**src/core/crfs_pkg.sv**
```systemverilog
// Shared constants for the card response framer and status word.
package crfs_pkg;

   // -----------------------------------------------------------------
   // Frame lengths and fixed fields
   // -----------------------------------------------------------------
   localparam int unsigned SHORT_LEN  = 48;   // Short response length in bits.
   localparam int unsigned LONG_LEN   = 136;  // Long register response length.
   localparam logic [5:0]  ALL_ONES6  = 6'h3F; // Check-bit filler for index field.
   localparam logic [6:0]  ALL_ONES7  = 7'h7F; // Check-bit filler for CRC field.
   localparam logic [5:0]  FAST_IDX   = 6'h27; // Index of the fast register answer.
   localparam logic [5:0]  IRQ_IDX    = 6'h28; // Index of the interrupt answer.
   localparam logic [6:0]  CRC_POLY   = 7'h09; // Generator x^7 + x^3 + 1.
   localparam logic [6:0]  CRC_INIT   = 7'h00; // Checksum start value.

   // -----------------------------------------------------------------
   // Card status word field positions
   // -----------------------------------------------------------------
   localparam int unsigned ST_RANGE   = 31; // Addr_range_fault.
   localparam int unsigned ST_ALIGN   = 30; // Address misaligned.
   localparam int unsigned ST_BLKLEN  = 29; // Block length fault.
   localparam int unsigned ST_ERSEQ   = 28; // Erase sequence fault.
   localparam int unsigned ST_ERSEL   = 27; // Erase group selection fault.
   localparam int unsigned ST_PROT    = 26; // Protected block write.
   localparam int unsigned ST_LOCKED  = 25; // Card locked (status type).
   localparam int unsigned ST_LOCKF   = 24; // Lock or unlock fault.
   localparam int unsigned ST_CMDCHK  = 23; // Command checksum fault.
   localparam int unsigned ST_ILLEGAL = 22; // Illegal command.
   localparam int unsigned ST_ECC     = 21; // Correction failed.
   localparam int unsigned ST_INTERN  = 20; // Internal fault.
   localparam int unsigned ST_GENERIC = 19; // Generic execution fault.
   localparam int unsigned ST_UNDER   = 18; // Stream read underrun.
   localparam int unsigned ST_OVER    = 17; // Stream write overrun.
   localparam int unsigned ST_IDREW   = 16; // Identity rewrite fault.
   localparam int unsigned ST_SKIP    = 15; // Erase skipped protected areas.
   localparam int unsigned ST_STATE_L = 9;  // Current state field low bit.
   localparam int unsigned ST_READY   = 8;  // Ready for data.
   localparam int unsigned ST_SWITCH  = 7;  // Switch mode fault.

   // Mask of all error-type bits that clear once reported.
   localparam logic [31:0] ERR_MASK   = 32'hFDFF_8080;
   // Card state codes, idle through sleep; above sleep is reserved.
   localparam logic [3:0]  STATE_IDLE  = 4'h0;
   localparam logic [3:0]  STATE_SLEEP = 4'hA;
   localparam logic [31:0] STATUS_RST  = 32'h0000_0000;

   // Response kinds selectable by the command decoder.
   typedef enum logic [2:0] {
      CRFS_R_NORMAL = 3'b000,
      CRFS_R_BUSY   = 3'b001,
      CRFS_R_LONG   = 3'b011,
      CRFS_R_OPCOND = 3'b010,
      CRFS_R_FAST   = 3'b110,
      CRFS_R_IRQ    = 3'b111
   } crfs_kind_e;

   // Framer sequencing states.
   typedef enum logic [1:0] {
      CRFS_IDLE  = 2'b00,
      CRFS_LOAD  = 2'b01,
      CRFS_SHIFT = 2'b11,
      CRFS_DONE  = 2'b10
   } crfs_state_e;

endpackage

```
**src/core/crfs_crc7.sv**
```systemverilog
// Serial seven-bit checksum generator for the response framer.
`timescale 1ns/1ps
`default_nettype none
module crfs_crc7 (
   input  wire logic       mclk,   // System clock.
   input  wire logic       rstn,   // Asynchronous reset, active low.
   input  wire logic       clr,    // Restart the checksum at the start value.
   input  wire logic       step,   // Fold one bit in.
   input  wire logic       din,    // Bit to fold in.
   output logic [6:0]      crc     // Running checksum, registered.
);
   import crfs_pkg::*;

   // -----------------------------------------------------------------
   // Shift register
   // -----------------------------------------------------------------
   logic fb; // Feedback bit.

   // Feedback is the incoming bit against the top of the register.
   always_comb begin
      fb = din ^ crc[6];
   end

   // The register advances once per folded bit.
   always_ff @(posedge mclk or negedge rstn) begin
      if (!rstn) begin
         crc <= CRC_INIT;
      end else if (clr) begin
         crc <= CRC_INIT;
      end else if (step) begin
         crc <= {crc[5:0], 1'b0} ^ (fb ? CRC_POLY : 7'h00);
      end
   end
endmodule
`default_nettype wire

```
**src/core/crfs_framer.sv**
```systemverilog
// Card response framer and card status word keeper.
// Contract
// [RL1] Shift responses out most significant bit first.
// [RL2] Start bit zero, direction bit zero.
// [RL3] Checksum in bits 7:1, end bit one.
// [RL4] Normal response: 48 bits, index, status.
// [RL5] Busy variant: same frame, optional busy hold.
// [RL6] Long response: 136 bits, ones, register bits.
// [RL7] Long response returns identity or specific register.
// [RL8] Operating conditions response: ones filler, no checksum.
// [RL9] Fast register response: index 100111, argument layout.
// [RL10] Interrupt response: index 101000, address upper.
// [RL11] Error bits clear after reporting response sent.
// [RL12] Status bits persist and track condition.
// [RL13] Interpretation errors reported in own response.
// [RL14] Execution errors reported in next response.
// [RL15] Bits 31 and 30 flag address faults.
// [RL16] Bit 29 flags block length fault.
// [RL17] Bits 28,27,26,15 flag erase and protect faults.
// [RL18] Bit 25 locked, bit 24 lock fault.
// [RL19] Bit 23 command checksum, 22 illegal.
// [RL20] Bits 21,20,19 correction, internal, generic faults.
// [RL21] Bits 18,17 stream underrun and overrun.
// [RL22] Bit 16 flags identity rewrite fault.
// [RL23] Bits 12:9 hold state at command receipt.
// [RL24] Bit 8 shows receive buffer empty.
// [RL25] Bit 7 flags failed mode switch.
// [RL26] Checksum x^7+x^3+1 from start bit, zero start.
// [RL27] Reset clears errors, state field idle.
`timescale 1ns/1ps
`default_nettype none
module crfs_framer (
   input  wire logic                  mclk,          // System clock, 20 MHz.
   input  wire logic                  rstn,          // Asynchronous reset, active low.
   input  wire logic                  bus_clk,       // Host bus clock pin.
   input  wire logic                  resp_req,      // Request to send a response.
   input  wire crfs_pkg::crfs_kind_e  resp_kind,     // Kind of response to send.
   input  wire logic [5:0]            cmd_index,     // Index of the answered command.
   input  wire logic [127:0]          long_reg,      // Identity or specific register.
   input  wire logic [31:0]           op_cond,       // Operating conditions register.
   input  wire logic [15:0]           card_addr,     // Relative card address.
   input  wire logic                  fast_ok,       // Fast register access success.
   input  wire logic [6:0]            fast_addr,     // Fast register address.
   input  wire logic [7:0]            fast_data,     // Fast register read contents.
   input  wire logic [15:0]           irq_data,      // Free interrupt payload.
   input  wire logic                  busy_hold,     // Card wants to hold data line busy.
   input  wire logic [31:0]           resp_err_set,  // Errors found while interpreting.
   input  wire logic [31:0]           exec_err_set,  // Errors found while executing.
   input  wire logic [3:0]            cur_state,     // Card state at command receipt.
   input  wire logic                  locked,        // Card locked condition.
   input  wire logic                  rx_empty,      // Receive buffer empty.
   output logic                       cmd_out,       // Command line drive value.
   output logic                       cmd_oe_n,      // Command line enable, low drives.
   output logic                       dat0_out,      // Data line 0 drive value.
   output logic                       dat0_oe_n,     // Data line 0 enable, low drives.
   output logic                       resp_busy,     // Framer is sending.
   output logic                       resp_done,     // Pulse when end bit has gone.
   output logic [31:0]                card_status_word // Current status word.
);
   import crfs_pkg::*;

   // -----------------------------------------------------------------
   // Bus clock synchroniser and edge detection
   // -----------------------------------------------------------------
   logic       clk_s1;    // First synchroniser stage.
   logic       clk_s2;    // Second synchroniser stage.
   logic       clk_s3;    // Delayed copy for edge finding.
   logic       fall_edge; // Falling edge of the bus clock.

   // Two stages before any logic looks at the pin.
   always_ff @(posedge mclk or negedge rstn) begin
      if (!rstn) begin
         clk_s1 <= 1'b0;
         clk_s2 <= 1'b0;
         clk_s3 <= 1'b0;
      end else begin
         clk_s1 <= bus_clk;
         clk_s2 <= clk_s1;
         clk_s3 <= clk_s2;
      end
   end

   // Bits change after the falling edge so they are stable at the host rising edge.
   always_comb begin
      fall_edge = clk_s3 & ~clk_s2;
   end

   // -----------------------------------------------------------------
   // Status word
   // -----------------------------------------------------------------
   logic [31:0] err_bits;   // Sticky error bits.
   logic [31:0] snap;       // Status captured for the frame being sent.
   logic        rpt_clear;  // Clear reported errors this cycle.
   logic [31:0] err_in;     // All error events this cycle.

   // Gather the error events from both detection phases.
   always_comb begin
      err_in = (resp_err_set | exec_err_set) & ERR_MASK;
   end

   // Errors are sticky; set wins over the clear after reporting.
   // [RL11] clear after report
   // [RL14] execution errors wait
   // [RL27] reset clears errors
   always_ff @(posedge mclk or negedge rstn) begin
      if (!rstn) begin
         err_bits <= STATUS_RST;
      end else if (rpt_clear) begin
         err_bits <= (err_bits & ~snap) | err_in;
      end else begin
         err_bits <= err_bits | err_in;
      end
   end

   // Status fields track the present condition; errors merged in.
   // [RL12] persistent status bits
   // [RL15] [RL16] [RL17] [RL18] error positions
   // [RL19] [RL20] [RL21] [RL22] [RL25] error positions
   // [RL23] state field
   // [RL24] ready for data
   logic [31:0] next_status; // Status word as it stands now.
   always_comb begin
      next_status = err_bits & ERR_MASK;
      next_status[ST_LOCKED] = locked;
      next_status[ST_STATE_L +: 4] = (cur_state > STATE_SLEEP) ? STATE_IDLE : cur_state;
      next_status[ST_READY] = rx_empty;
   end

   // Registered copy shown at the output.
   // [RL27] idle state at reset
   always_ff @(posedge mclk or negedge rstn) begin
      if (!rstn) begin
         card_status_word <= STATUS_RST;
      end else begin
         card_status_word <= next_status;
      end
   end

   // -----------------------------------------------------------------
   // Frame builder
   // -----------------------------------------------------------------
   crfs_state_e state;      // Framer state.
   logic [135:0] shreg;     // Frame, sent from the top bit.
   logic [7:0]   bits_left; // Bits still to send.
   logic [7:0]   crc_pos;   // Bits left when the checksum must be inserted.
   logic         use_crc;   // Frame carries a checksum.
   logic [6:0]   crc;       // Running checksum.
   logic         crc_clr;   // Restart checksum.
   logic         crc_step;  // Fold the bit being sent.
   logic         in_crc;    // Checksum bits are being sent.
   logic [2:0]   crc_cnt;   // Checksum bit index.
   crfs_kind_e   kind_q;    // Kind of frame in flight.
   logic [135:0] next_frame; // Frame assembled from the inputs.
   logic [31:0]  next_arg;   // Argument field of a short frame.
   logic [5:0]   next_idx;   // Index field of a short frame.

   // Assemble the frame, left aligned in the shift register.
   // [RL2] start and direction bits
   // [RL4] normal frame layout
   // [RL6] long frame layout
   // [RL8] conditions filler
   // [RL9] fast register layout
   // [RL10] interrupt layout
   // [RL13] interpretation errors in own answer
   always_comb begin
      next_arg = next_status | (resp_err_set & ERR_MASK);
      next_idx = cmd_index;
      unique case (resp_kind)
         CRFS_R_OPCOND: begin
            next_arg = op_cond;
            next_idx = ALL_ONES6;
         end
         CRFS_R_FAST: begin
            next_arg = {card_addr, fast_ok, fast_addr, fast_data};
            next_idx = FAST_IDX;
         end
         CRFS_R_IRQ: begin
            next_arg = {card_addr, irq_data};
            next_idx = IRQ_IDX;
         end
         CRFS_R_NORMAL, CRFS_R_BUSY, CRFS_R_LONG: begin
            next_idx = cmd_index;
         end
         default: begin
            next_idx = cmd_index;
         end
      endcase
      if (resp_kind == CRFS_R_LONG) begin
         // [RL7] register chosen by decoder
         next_frame = {2'b00, ALL_ONES6, long_reg[127:1], 1'b1};
      end else begin
         next_frame = {2'b00, next_idx, next_arg, ALL_ONES7, 1'b1, 88'h0};
      end
   end

   // Sequencing: wait, load, shift, done.
   always_ff @(posedge mclk or negedge rstn) begin
      if (!rstn) begin
         state <= CRFS_IDLE;
      end else begin
         unique case (state)
            CRFS_IDLE:  if (resp_req) state <= CRFS_LOAD;
            CRFS_LOAD:  state <= CRFS_SHIFT;
            CRFS_SHIFT: if (fall_edge && bits_left == 8'd1) state <= CRFS_DONE;
            CRFS_DONE:  state <= CRFS_IDLE;
         endcase
      end
   end

   // Load the frame and snapshot the reported status, then shift.
   // [RL1] most significant first
   always_ff @(posedge mclk or negedge rstn) begin
      if (!rstn) begin
         shreg     <= '0;
         bits_left <= 8'd0;
         crc_pos   <= 8'd0;
         use_crc   <= 1'b0;
         kind_q    <= CRFS_R_NORMAL;
         snap      <= STATUS_RST;
      end else if (state == CRFS_IDLE && resp_req) begin
         shreg     <= next_frame;
         kind_q    <= resp_kind;
         use_crc   <= (resp_kind != CRFS_R_OPCOND) && (resp_kind != CRFS_R_LONG);
         bits_left <= (resp_kind == CRFS_R_LONG) ? 8'(LONG_LEN) : 8'(SHORT_LEN);
         crc_pos   <= 8'd8;
         snap      <= (resp_kind == CRFS_R_NORMAL || resp_kind == CRFS_R_BUSY) ?
                      ((err_bits | resp_err_set) & ERR_MASK) : 32'h0000_0000;
      end else if (state == CRFS_SHIFT && fall_edge) begin
         shreg     <= {shreg[134:0], 1'b0};
         bits_left <= bits_left - 8'd1;
      end
   end

   // Checksum window covers the seven bits before the end bit.
   always_comb begin
      in_crc   = use_crc && (bits_left <= crc_pos) && (bits_left > 8'd1);
      crc_clr  = (state == CRFS_LOAD);
      crc_step = (state == CRFS_SHIFT) && fall_edge && (bits_left > crc_pos);
      crc_cnt  = 3'(bits_left - 8'd2);
   end

   // [RL26] checksum over start through bit 8
   crfs_crc7 u_crc (
      .mclk (mclk),
      .rstn (rstn),
      .clr  (crc_clr),
      .step (crc_step),
      .din  (shreg[135]),
      .crc  (crc)
   );

   // Drive the line after each falling edge of the bus clock.
   // [RL3] checksum then end bit
   always_ff @(posedge mclk or negedge rstn) begin
      if (!rstn) begin
         cmd_out  <= 1'b1;
         cmd_oe_n <= 1'b1;
      end else if (state == CRFS_SHIFT && fall_edge) begin
         cmd_oe_n <= 1'b0;
         cmd_out  <= in_crc ? crc[crc_cnt] : shreg[135];
      end else if (state == CRFS_DONE || state == CRFS_IDLE) begin
         cmd_oe_n <= (state == CRFS_IDLE) ? 1'b1 : cmd_oe_n;
         cmd_out  <= 1'b1;
      end
   end

   // Completion pulse and clearing of reported errors.
   always_ff @(posedge mclk or negedge rstn) begin
      if (!rstn) begin
         resp_done <= 1'b0;
         resp_busy <= 1'b0;
      end else begin
         resp_done <= (state == CRFS_DONE);
         resp_busy <= (state != CRFS_IDLE) || resp_req;
      end
   end

   always_comb begin
      rpt_clear = (state == CRFS_DONE);
   end

   // Busy hold on data line 0 for the busy variant.
   // [RL5] optional busy hold
   always_ff @(posedge mclk or negedge rstn) begin
      if (!rstn) begin
         dat0_out  <= 1'b1;
         dat0_oe_n <= 1'b1;
      end else begin
         dat0_out  <= 1'b0;
         dat0_oe_n <= !(busy_hold && (kind_q == CRFS_R_BUSY || state == CRFS_IDLE)
                        && (state != CRFS_IDLE || dat0_oe_n == 1'b0));
      end
   end
endmodule
`default_nettype wire

```
**config.mk**
```make
export PLATFORM = sky130hd
export DESIGN_NAME = crfs_framer
export DESIGN_NICKNAME = d
export VERILOG_FILES = /design/src/core/crfs_pkg.sv /design/src/core/crfs_crc7.sv /design/src/core/crfs_framer.sv
export SDC_FILE = /design/constraint.sdc
export NUM_CORES = 1
export LEC_CHECK = 0
export BUFFER_PORTS_ARGS = -buffer_cell sky130_fd_sc_hd__clkbuf_2
export CAP_MARGIN = 40
export CORE_MARGIN = 5
export CORE_UTILIZATION = 45
export CTS_BUF_LIST = sky130_fd_sc_hd__clkbuf_4 sky130_fd_sc_hd__clkbuf_8
export CTS_CLUSTER_SIZE = 8
export DETAILED_ROUTE_END_ITERATION = 8
export HOLD_SLACK_MARGIN = 0.1
export PLACE_DENSITY = 0.72
export SYNTH_ARGS = -nofsm -noshare
export SYNTH_HDL_FRONTEND = slang
export SYNTH_HIERARCHICAL = 1
export SYNTH_SLANG_ARGS = --single-unit
```
**constraint.sdc**
```tcl
create_clock -name mclk -period 3.4 [get_ports mclk]
set_clock_uncertainty 0.15 [all_clocks]
set_input_delay 0.17 -clock mclk [delete_from_list [all_inputs] [get_ports mclk]]
set_output_delay 0.17 -clock mclk [all_outputs]
set_load 0.05 [all_outputs]
```
* Word-level counts from Yosys, hierarchy flattened
Cells that the tools add are included.
Word-level totals: register bits after elaboration 254
Operators by class: multiplexer cells 25, bitwise gates (word level) 12, magnitude comparators 5, reductions and logical operators 24, $add $sub $neg 2, equal/unequal tests 14
Operators with widths (number):
- $mux W136 | 2
- $or A32 B32 Y32 | 5
- $mux W134 | 1
- $pmux W32 S3 | 1
- $mux W32 | 2
- $and A32 B32 Y32 | 1
- $not A32 Y32 | 1
- $mux W8 | 3
- $pmux W6 S3 | 1
- $mux W7 | 2
- $reduce_bool A2 Y1 | 5
- $logic_and A1 B1 Y1 | 9
- $eq A8 B1 Y1 const B | 1
- $gt A8 B1 Y1 const B | 1
- $gt A8 B4 Y1 | 1
- $le A8 B4 Y1 | 1
- $mux W4 | 2
- $pmux W2 S4 | 1
- $sub A8 B1 Y8 const B | 1
- $mux W1 | 7
- $xor A7 B7 Y7 | 1
- $eq A3 B1 Y1 const B | 2
- $eq A3 B2 Y1 const B | 2
- $eq A3 B3 Y1 const B | 2
- 17 further kinds | 27

* Depth between registers and ports, before layout
Gate-level depths: netlist of the first run.
depth after elaboration 6, depth in mapped cells 9, mapped depth without buffers 8

* Hierarchy
The synthesis of the first run kept the hierarchy.
By module, submodules not included:
- crfs_framer | cells an instance 1051, seq. area each 5435.2 sq um, times used 1, area each 10378.7 sq um
- crfs_crc7 | cells an instance 28, seq. area each 175.2 sq um, times used 1, area each 307.8 sq um

* Least setup slack after synthesis of the first run
Ideal clock, no wire load.
path type reg2reg, start point reg state[0], end point reg u_crc.crc[3], slack 1.600 ns, setup time 0.135 ns, period minus slack after synthesis 1.800 ns, cell stages (with the launch flop) 9, path buffers 4, arrival time 1.516 ns, data required time 3.115 ns, cell sequence dfrtp_1 > buf_4 > nand3_1 > buf_2 > buf_1 > nor2_1 > buf_4 > nand4b_1 > o211ai_1
Between the ends: cells in the longest elaborated chain, start to end 4
RTL lines:
- start, declared | RTL line crfs_framer.sv:142 | crfs_state_e state;
- start signal, assigned | RTL line crfs_framer.sv:199 | state <= CRFS_IDLE;
- start signal, assigned | RTL line crfs_framer.sv:202 | CRFS_IDLE: if (resp_req) state <= CRFS_LOAD;
- start signal, assigned | RTL line crfs_framer.sv:203 | CRFS_LOAD: state <= CRFS_SHIFT;
- $eq A2 B2 Y1 | RTL line crfs_framer.sv:238 | crc_step = (state == CRFS_SHIFT) && fall_edge && (bits_left > crc_pos);
- $logic_and A1 B1 Y1 (2 in a row) | RTL line crfs_framer.sv:238
- net crc_step | RTL line crfs_framer.sv:149 | logic crc_step;
- $reduce_bool A2 Y1 (no line)
- end signal, assigned | RTL line crfs_crc7.sv:31 | crc <= {crc[5:0], 1'b0} ^ (fb ? CRC_POLY : 7'h00);
- end, declared | RTL line crfs_crc7.sv:10 | output logic [6:0] crc
The timed path passes the listed nets, and every way through them passes these cells. A chain may end at the register's enable or synchronous reset.

* Worst setup path in the final report of the first run
start point in resp_kind[1], end point reg shreg[108]
Between the ends: cells in the longest elaborated chain, start to end 4
RTL lines:
- start, declared | RTL line crfs_framer.sv:37 | input wire crfs_pkg::crfs_kind_e resp_kind,
- $eq A3 B3 Y1 / $eq A3 B2 Y1 (equally long branches) | RTL line crfs_framer.sv:168 | unique case (resp_kind)
- $pmux W32 S3 | RTL line crfs_framer.sv:168
- $mux W134 (*) | RTL line crfs_framer.sv:188 | if (resp_kind == CRFS_R_LONG) begin
- $mux W136 (*) | RTL line crfs_framer.sv:220 | end else if (state == CRFS_IDLE && resp_req) begin
- end signal, assigned | RTL line crfs_framer.sv:221 | shreg <= next_frame;
- end signal, assigned | RTL line crfs_framer.sv:229 | shreg <= {shreg[134:0], 1'b0};
- end, declared | RTL line crfs_framer.sv:143 | logic [135:0] shreg;
Mark *: on every way between the ends. The rest lies on a longest branch, timed or not.

==> impl_results.md, run 1 <==
* Status: complete, no violations
* Layout area overhead at 45.1%
* Placed instance count at 1627
* Fillers at 1757
* DP Area at 12300 um2
* Ports at 330
* H-tree depth at 2
* Compound-cell area share of the yosys netlist at 16.2%
* Vias in the first global route at 11.2k
* Highest clock rate at 308 MHz
* Via density at 5.42
* Synth top area cells: dfrtp_1 (52%), mux2i_1 (9.6%), nand2_1 (7.4%)
* Syn Inst Count at 1079
* CTS tree: built
* Crit path required time at 3670 ps
* #FFs+latches synth at 224
* Mux cell area share after synthesis at 11.2%
* Core region area at 23400 um2
* Largest area contributor in the netlist: dfrtp_1
* Dpl ws at 1030 ps
* All-Layer GR Usage at 27.3%
* I/O Buffers at 289
* Most frequent CP cell: dlygate4sd3_1
* Crit end category: flop
* Share of layout cells above drive strength 1 at 25.2%
* CP peak stage delay at 580 ps
* Die area at 26900 um2
* Nets at 1884
* Peak VDD IR at 0.000474 V
* Final instance area at 15500 um2
* First-pass DRT Iterations at 5
* Lkg Pwr at 6.76 nW
* Most common cell in the netlist: dfrtp_1
* Critical path buffers and inverters at 5
* Detailed Place HPWL at 22000 um
* Avg Inst Size Synth at 9.90 um2
* DR vias at 10.5k
* Synth cell count leaders: dfrtp_1 (220), nand2_1 (211), mux2i_1 (103), nor2_1 (70), o21ai_1 (68)
* Max-Cap Viols at 0
* Global-route wire length before repair at 58700 um
* Fin. max-slew vios at 0
* DIE WIDTH at 164 um
* Final Util at 66.2%
* Seq/Total Area, Yosys at 52.5%
* Final worst slack at 157 ps
* Post-Synth Adder-Cell Area at 0.585%
* Mapped cell area at 10700 um2
* Die height at 164 um
* Primary FF master, synth: dfrtp_1
* CTS Sinks at 224
* Starting Density at 45.7%
* Post-synth top area share at 51.5%
* Synth async-reset ratio at 100%
* Skew-Pair Late Insertion Delay at 540 ps
* Antenna violations before repair at 3
* Tmin final at 3240 ps
* Crit Path Max Fanout at 18
* Fin Setup TNS at 0 ps
* Slowest cell on crit path: dlygate4sd3_1
* Pwr Density at 620 nW/um2
* CP startpoint kind: input pin
* Worst slew pin tran at 839 ps
* Hold crit path type: input pin to asynchronous set/reset pin
* Num CTS Buffers at 40
* Overflow after GRT at 0
* Post-Synth XOR/XNOR Area at 0.574%
* Final Non-Filler Cells at 1933
* Num rows at 56
* Clock slew at reported path FFs at 60 ps
* Post-DR wirelength/cell at 19.3 um
* Placer Congestion at 0.852
* Final period util at 95.4%
* Routed wire length at 37300 um
* Worst EP arrival at 3510 ps
* Final Setup Violations at 0
* DRC Markers at 0
* Initial DRC count at 826
* Pin count of the biggest net entering global routing at 111
* Number of distinct library cells after synthesis at 60
* Clock root cell: clkbuf_8
* Crit path cell chain: dlygate4sd3_1, clkbuf_2, buf_4, nand2_1, o22a_1, o211ai_1, dlygate4sd3_1, a21oi_1, dlygate4sd3_1
* Final hold vios at 0
* Simple logic cell fraction of the synthesized area at 14.0%
* EDFF count, synth at 0
* ANT nets after route at 0
* Setup Crit Path Kind: input pin to flop
* Pwr Total at 9.61 mW
* Syn. warnings at 6
* Unrepaired setup endpoints after global routing: no
* Worst rel slew slack at 44.1%
* Min Hold Slack at 125 ps
* CTS Buffer Depth at 3
* Largest family of logic cells by synthesized area: compound AO/OA/AOI/OAI gates
* Crit path max-delay family: buffers and inverters
-- cells by family (layout without fill, tap and decap cells) --
group,Yosys count,in the layout
compound gates,282,282
xor+xnor,7,7
fa+ha+maj,5,5
buf+inv,94,618
flops,224,224
mux,116,116
other cells,1,12
simple gates,350,350
-- area by class of cell --
class                      instances  area, um2  share of cell area [%]
antenna                            2       5.00                  0.0323
inverter                           6       22.5                   0.145
multi-input combinational        770       4610                    29.8
sequential                       224       5610                    36.2
tap                              319        399                    2.57
timing repair buffer             545       4030                    26.0
clock inverter                     3       22.5                   0.145
clock buffer                      64        793                    5.12
-- layer usage --
layer  vias to the layer above  track usage (%)  routed length, um
li1                       4791                -                  -
met1                      5065             33.6              14700
met2                       502             45.3              18100
met3                       118             7.08               3090
met4                         2             11.8               1340
met5                         -                0                 13
-- flip-flops by register name, summed over array words and instances, names as in the netlist --
name,cells
dat0_oe_n,1
dat0_out,1
clk_s1,1
resp_done,1
state,2
clk_s2,1
clk_s3,1
cmd_out,1
snap,17
card_status_word,23
kind_q,3
resp_busy,1
shreg,136
err_bits,17
bits_left,8
u_crc/crc,7
use_crc,1
crc_pos,1
cmd_oe_n,1
-- path summary, 6_finish.rpt --
check	start	endpoint	slack [ps]	cells after the start
max in group asynchronous	rstn	dat0_oe_n	2040	3
hold / removal	rstn	shreg[69]	130	2
setup / recovery	resp_kind[1]	shreg[108]	160	9
setup reg to reg	state[0]	shreg[108]	220	7
min in group mclk	bus_clk	clk_s1	150	2
hold reg to reg	clk_s1	clk_s2	200	0
-- power by group --
part	internal, mW	switching, mW	leakage, nW
Combinational	1.44	1.55	3.62
Clock	1.47	1.12	0.424
Sequential	3.51	0.532	2.72
Total	6.41	3.20	6.76
-- timing repair --
item / 4_1_cts / 5_1_grt
buffers inserted: 0 / 0
gates resized for setup: 0 / 1
endpoints found under the hold margin: 293 / 0
hold buffers: 237 / 0
endpoints found under the setup margin: 0 / 1
-- cells in the final DEF (no fill, tap or decap), drive strengths merged, types with 5 or more instances in the layout --
cell type / instances
nor2b: 9
nand2b: 5
or3: 9
mux2i: 103
o22ai: 15
nand3: 10
xnor2: 6
o21ai: 125
inv: 6
o31ai: 17
a22o: 8
a31oi: 35
dfrtp: 220
nor2: 73
dlygate4sd3: 237
ha: 5
nand2: 213
a211o: 20
a21oi: 29
a2bb2oi: 11
conb: 10
buf: 20
nor3: 13
mux2: 11
clkbuf: 352
-- worst reg2reg max path, cell delays in order (launching register included) --
cell and delay (ps):
dfrtp_1 500, nor2_2 270, nand2_4 290, nor2_2 420, o211ai_1 160, dlygate4sd3_1 600
a21oi_1 140, dlygate4sd3_1 570
No activity file was read; power rests on OpenSTA's default activity.
==> run 2, diff against run 1 <==
--- a/config.mk
+++ b/config.mk
@@ -17,4 +17,3 @@
 export SYNTH_ARGS = -nofsm -noshare
 export SYNTH_HDL_FRONTEND = slang
-export SYNTH_HIERARCHICAL = 1
 export SYNTH_SLANG_ARGS = --single-unit
==> constraint.sdc (replaced) <==
create_clock -name mclk -period 3.4 [get_ports mclk]
set_clock_uncertainty 0.15 [all_clocks]
set_input_delay 0.34 -clock mclk [delete_from_list [all_inputs] [get_ports mclk]]
set_output_delay 0.34 -clock mclk [all_outputs]
set_load 0.05 [all_outputs]
==> run 2 against run 1 <==
  * Maximum frequency grew 32%
  * First-iteration DRC count shrank 8.4%
  * Synthesized cell count shrank 2.4%
==> impl_results.md, run 2 <==
* Final hold vios at 0
* Final instance area at 14900 um2
* CTS tree: built
* Most frequent cells in the layout: clkbuf_2 (288), nand2_1 (235), dfrtp_1 (220)
* EDFF count, synth at 0
* Status: complete, no violations
* Global-route wire length before repair at 52600 um
* Antenna violations before repair at 2
* Post-synth top area share at 51.6%
* Share of total power in sequential cells at 45.0%
* Fillers at 1824
* Worst rel slew slack at 41.0%
* Routed wire length at 33000 um
* Fin Setup TNS at 0 ps
* Clock slew at reported path FFs at 60 ps
* Ports at 330
* Top flop regs: shreg: 136 flops, card_status_word: 23 flops
* Most common cell after layout, fill and taps aside: clkbuf_2
* Tmin final at 2460 ps
* Mapped cell area at 10700 um2
* Final Setup Violations at 0
* Skew-Pair Late Insertion Delay at 530 ps
* Lkg Pwr at 6.35 nW
* Setup Crit Path Kind: flop to flop
* Initial DRC count at 757
* Most flops, register: shreg
* CTS Sinks at 224
* Starting Density at 45.6%
* Clock power frac at 39.3%
* Highest clock rate at 407 MHz
* Syn Inst Count at 1053
* Overflow after GRT at 0
* Via density at 5.31
* Internal at 5.04 mW
* Seq/Total Area, Yosys at 52.6%
* Flop2flop setup slack at 940 ps
* Number of distinct library cells after synthesis at 54
* Core region area at 23400 um2
* Crit end category: flop
* Max reg flops at 136
* Unrepaired setup endpoints after global routing: no
* Synth async-reset ratio at 100%
* CTS Buffer Depth at 3
* DIE WIDTH at 164 um
* Sw Share at 26.2%
* Avg Inst Size Synth at 10.1 um2
* All-Layer GR Usage at 24.3%
* Post_cts resized at 0
* Synth top area cells: dfrtp_1 (52%), mux2i_1 (9.3%), nand2_1 (8.3%)
* Crit path cell chain: nor2_2, nand2_4, nor2_4, buf_4, nand2_1, o21ai_0
* Share of layout cells above drive strength 1 at 27.0%
* Peak VDD IR at 0.000274 V
* Syn. warnings at 0
* DRC Markers at 0
* Post-DR wirelength/cell at 17.8 um
* CP startpoint kind: flop
* DR vias at 9864
* Worst EP arrival at 2710 ps
* Largest area contributor in the netlist: dfrtp_1
* Vias in the first global route at 10.3k
* Layout area overhead at 39.6%
* I/O Buffers at 289
* Crit Path Max Fanout at 67
* Slowest cell on crit path: dfrtp_1
* Hold crit path type: input pin to flop
* Die height at 164 um
* #FFs+latches synth at 224
* Nets at 1804
* Pwr Density at 459 nW/um2
* Synth cell count leaders: nand2_1 (235), dfrtp_1 (220), mux2i_1 (99), o21ai_0 (68), nor2_1 (55)
* CP peak stage delay at 520 ps
* Num rows at 56
* Detailed Place HPWL at 20000 um
* Combinational share of power at 15.8%
* ANT nets after route at 0
* Primary FF master, synth: dfrtp_1
* Clock root cell: clkbuf_8
* DP Area at 12200 um2
* First-pass DRT Iterations at 8
* Psw at 1.79 mW
* Num CTS Buffers at 40
* Placer Congestion at 0.878
* Worst slew pin tran at 886 ps
* Pin count of the biggest net entering global routing at 118
* Max-Cap Viols at 0
* Die area at 26900 um2
* Final period util at 72.3%
* Crit path required time at 3650 ps
* Most common cell in the netlist: nand2_1
* Fin. max-slew vios at 0
* H-tree depth at 2
-- run 2: changes by cell type after synthesis, moves of 8 or more --
cell	delta
nor2_1	-15
buf_2	-10
buf_4	+8
buf_8	+8
o21ai_1	-28
o21ai_0	+11
or3_1	-8
nand2_1	+24
a21oi_1	+22
nor3_1	-10
a22o_1	-8
mux4_2	+8
-- run 2: layout make-up --
| class | count | area [um2] | share of cell area (%) |
|---|---|---|---|
| Antenna cell | 1 | 2.50 | 0.0168 |
| Clock buffer | 67 | 816 | 5.48 |
| Clock inverter | 4 | 51.3 | 0.345 |
| Inverter | 10 | 37.5 | 0.252 |
| Multi-Input combinational cell | 744 | 4520 | 30.4 |
| Sequential cell | 224 | 5610 | 37.7 |
| Tap cell | 319 | 399 | 2.68 |
| Timing Repair Buffer | 487 | 3440 | 23.1 |
-- run 2: cells by family (layout without fill, tap and decap cells) --
logic type / Yosys count / after routing / synth area share [%]
and+or+nand+nor: 331 / 331 / 12.9
AOI/OAI and AO/OA: 274 / 274 / 15.5
DFF: 224 / 224 / 52.6
muxes: 117 / 117 / 12.3
buffers and inverters: 94 / 568 / 5.48
xor gates and xnor gates: 7 / 7 / 0.575
adders and majority gates: 5 / 5 / 0.587
other: 1 / 11 / 0.0352
-- run 2: final timing paths --
kind | cells past startpoint | from | endpoint
min | 5 | op_cond[19] | shreg[115]
max | 6 | state[0] | shreg[46]
min in group asynchronous | 2 | rstn | shreg[56]
min reg2reg | 0 | clk_s1 | clk_s2
max in group asynchronous | 3 | rstn | dat0_out
max reg2reg | 6 | state[0] | shreg[46]
-- run 2: what timing repair did --
item,in CTS,in global routing
buffers inserted,0,0
hold endpoints to repair,276,1
hold buffers,179,1
-- run 2: layer usage --
metal / GRT usage [%] / vias to the layer above / routed length (um)
li1: - / 4582 / -
met1: 31.5 / 4767 / 13700
met2: 40.1 / 419 / 15700
met3: 4.99 / 94 / 2430
met4: 9.72 / 2 / 1130
met5: 0 / - / 11
-- run 2: power by group through the flow --
stage | clock [mW] | sequential (mW) | combinational (mW)
finish | 2.68 | 3.07 | 1.08
global route | 2.90 | 3.10 | 1.19
CTS | 2.74 | 3.07 | 1.06
detailed placement | 0 | 3.11 | 0.910
global placement | 0 | 3.11 | 0.882
floorplan | 0 | 3.09 | 0.584
-- run 2: per-stage QoR --
| step | setup slack (ps) | utilization (%) | instances | hold WS (ps) | total power, mW |
|---|---|---|---|---|---|
| final | 941 | 63.6 | 1856 | 126 | 6.83 |
| after global placement | 946 | 52.2 | 1604 | 186 | 3.99 |
| after detailed placement | 859 | 52.2 | 1604 | 200 | 4.02 |
| after global routing | 776 | 63.6 | 1856 | 134 | 7.19 |
| after CTS | 972 | 63.5 | 1854 | 100 | 6.87 |
| after floorplan | 1470 | - | 1062 | -106 | 3.68 |
-- run 2: worst max-delay path, delay by kind of cell (launching register included) --
kind / cells / cell delay [ps]
AO/OA/AOI/OAI: 1 / 140
buffers and inverters: 1 / 470
flip-flops: 1 / 520
AND/OR/NAND/NOR: 4 / 1060
==> run 3, diff against run 2 <==
clock period = 2.6 ns   (was 3.4 ns; I/O delays follow)
==> run 3 against run 2 <==
  * Register-to-register slack worse by 750 ps
  * Sequential share of layout area down 1.4 points
  * Die area unchanged
  * Sequential cell count unchanged
  * Combinational power up 39%
  * Core utilization up 2.5 points
  * Power up 31%
  * Worst setup slack worse by 830 ps
  * First-iteration DRC count up 8.5%
  * Critical endpoint is now shreg[112]
  * Largest cell class unchanged
  * Largest power group unchanged
==> impl_results.md, run 3 (synthesis gave the netlist of run 2 again) <==
* Status: complete, no violations
* H-tree depth at 2
* CTS Buffer Depth at 3
* Slowest cell on crit path: dlygate4sd3_1
* Final instance area at 15500 um2
* Die area at 26900 um2
* Core region area at 23400 um2
* Overflow after GRT at 0
* GRT Max-Usage Layer: met2
* Lkg Pwr at 6.62 nW
* Unrepaired setup endpoints after global routing: no
* Vias in the first global route at 10.7k
* Clock slew at reported path FFs at 60 ps
* Detailed Place HPWL at 20500 um
* Highest clock rate at 401 MHz
* Max reg flops at 136
* Final hold vios at 0
* Setup Crit Path Kind: input pin to flop
* Nets at 1857
* Initial DRC count at 821
* Share of layout cells above drive strength 1 at 26.6%
* Placer Congestion at 0.869
* Starting Density at 45.6%
* Layout area overhead at 45.1%
* Pwr Density at 577 nW/um2
* Max-Cap Viols at 0
* Clock root cell: clkbuf_8
* Crit end category: flop
* Num CTS Buffers at 38
* Top flop regs: shreg: 136 flops, card_status_word: 23 flops
* DP Area at 12400 um2
* Worst EP arrival at 2730 ps
* Antenna violations before repair at 1
* Worst rel slew slack at 47.7%
* Routed wire length at 33900 um
* Via density at 5.32
* Worst slew pin tran at 781 ps
* DRC Markers at 0
* Die height at 164 um
* Worst Hold Depth at 4
* Fin Setup TNS at 0 ps
* Crit Path Max Fanout at 13
* Most common cell after layout, fill and taps aside: clkbuf_2
* FF-to-FF path depth at 7
* Num rows at 56
* Ports at 330
* Dpl ws at 420 ps
* Most frequent CP cell: dlygate4sd3_1
* Fillers at 1721
* First-pass DRT Iterations at 7
* GR Util met3 at 5.40%
* Global-route met1 utilization at 31.5%
* Pin count of the biggest net entering global routing at 78
* CP peak stage delay at 580 ps
* Most flops, register: shreg
* DIE WIDTH at 164 um
* Hold crit path type: input pin to flop
* All-Layer GR Usage at 24.8%
* I/O Buffers at 289
* Crit path cell chain: clkbuf_2, buf_4, or2_2, o22ai_1, dlygate4sd3_1, nand2_1, a21oi_1, dlygate4sd3_1, a31oi_1
* Final period util at 95.9%
* Most frequent cells in the layout: clkbuf_2 (288), nand2_1 (235), dlygate4sd3_1 (225)
* Final Setup Violations at 0
* Final Util at 66.1%
* DR vias at 10.1k
* Fin. max-slew vios at 0
* CP startpoint kind: input pin
* Post-DR wirelength/cell at 17.8 um
* Min Hold Slack at 118 ps
* Skew-Pair Late Insertion Delay at 540 ps
* Peak VDD IR at 0.000390 V
* Final worst slack at 107 ps
* Crit path required time at 2840 ps
* Tmin final at 2490 ps
* Final Non-Filler Cells at 1908
* CTS Sinks at 224
* CTS tree: built
* Global-route wire length before repair at 53600 um
* Pwr Total at 8.92 mW
* Placed instance count at 1614
* Setup Buffers After CTS at 0
* GR Layer Usage met2 at 41.0%
* ANT nets after route at 0
[run 3: final timing paths]
check                               from    endpoint  slack, ps
min in group asynchronous           rstn   resp_done        150
hold / removal             long_reg[126]  shreg[126]        120
hold reg to reg                   clk_s1      clk_s2        200
setup / recovery            resp_kind[2]  shreg[112]        110
max in group asynchronous           rstn   shreg[68]       1280
setup reg to reg                state[0]  shreg[124]        190
[run 3: per-layer routing]
metal	wire, um	share of wire [%]	up-vias
met1	13800	41	4870
met2	16300	48	480
met3	2640	7.8	100
li1	-	-	4694
met5	0	0	-
met4	1180	3.5	0
[run 3: what timing repair did]
item	4_1_cts	5_1_grt
setup endpoints to repair	0	6
hold buffers	225	0
hold endpoints to repair	368	0
resized for setup	0	3
[run 3: cell type report]
class | instances | area [um2] | share of cell area, %
repair buffers | 542 | 4040 | 26.1
clock inverters | 3 | 23.8 | 0.154
diodes | 1 | 2.50 | 0.0162
clock buffers | 65 | 820 | 5.30
multi-input cells | 744 | 4530 | 29.3
inverters | 10 | 37.5 | 0.243
flip-flops and latches | 224 | 5610 | 36.3
well taps | 319 | 399 | 2.58
[run 3: critical path: cells and delay by family]
family | cells | cell delay, ps
AOI/OAI and AO/OA | 3 | 380
buffers and inverters | 4 | 1610
and+or+nand+nor | 2 | 470
[run 3: power breakdown]
group	leakage [nW]	switching [mW]	internal [mW]
clock	0.446	1.42	1.98
sequential	2.39	0.228	3.80
combinational	3.79	0.714	0.781
total	6.62	2.36	6.56
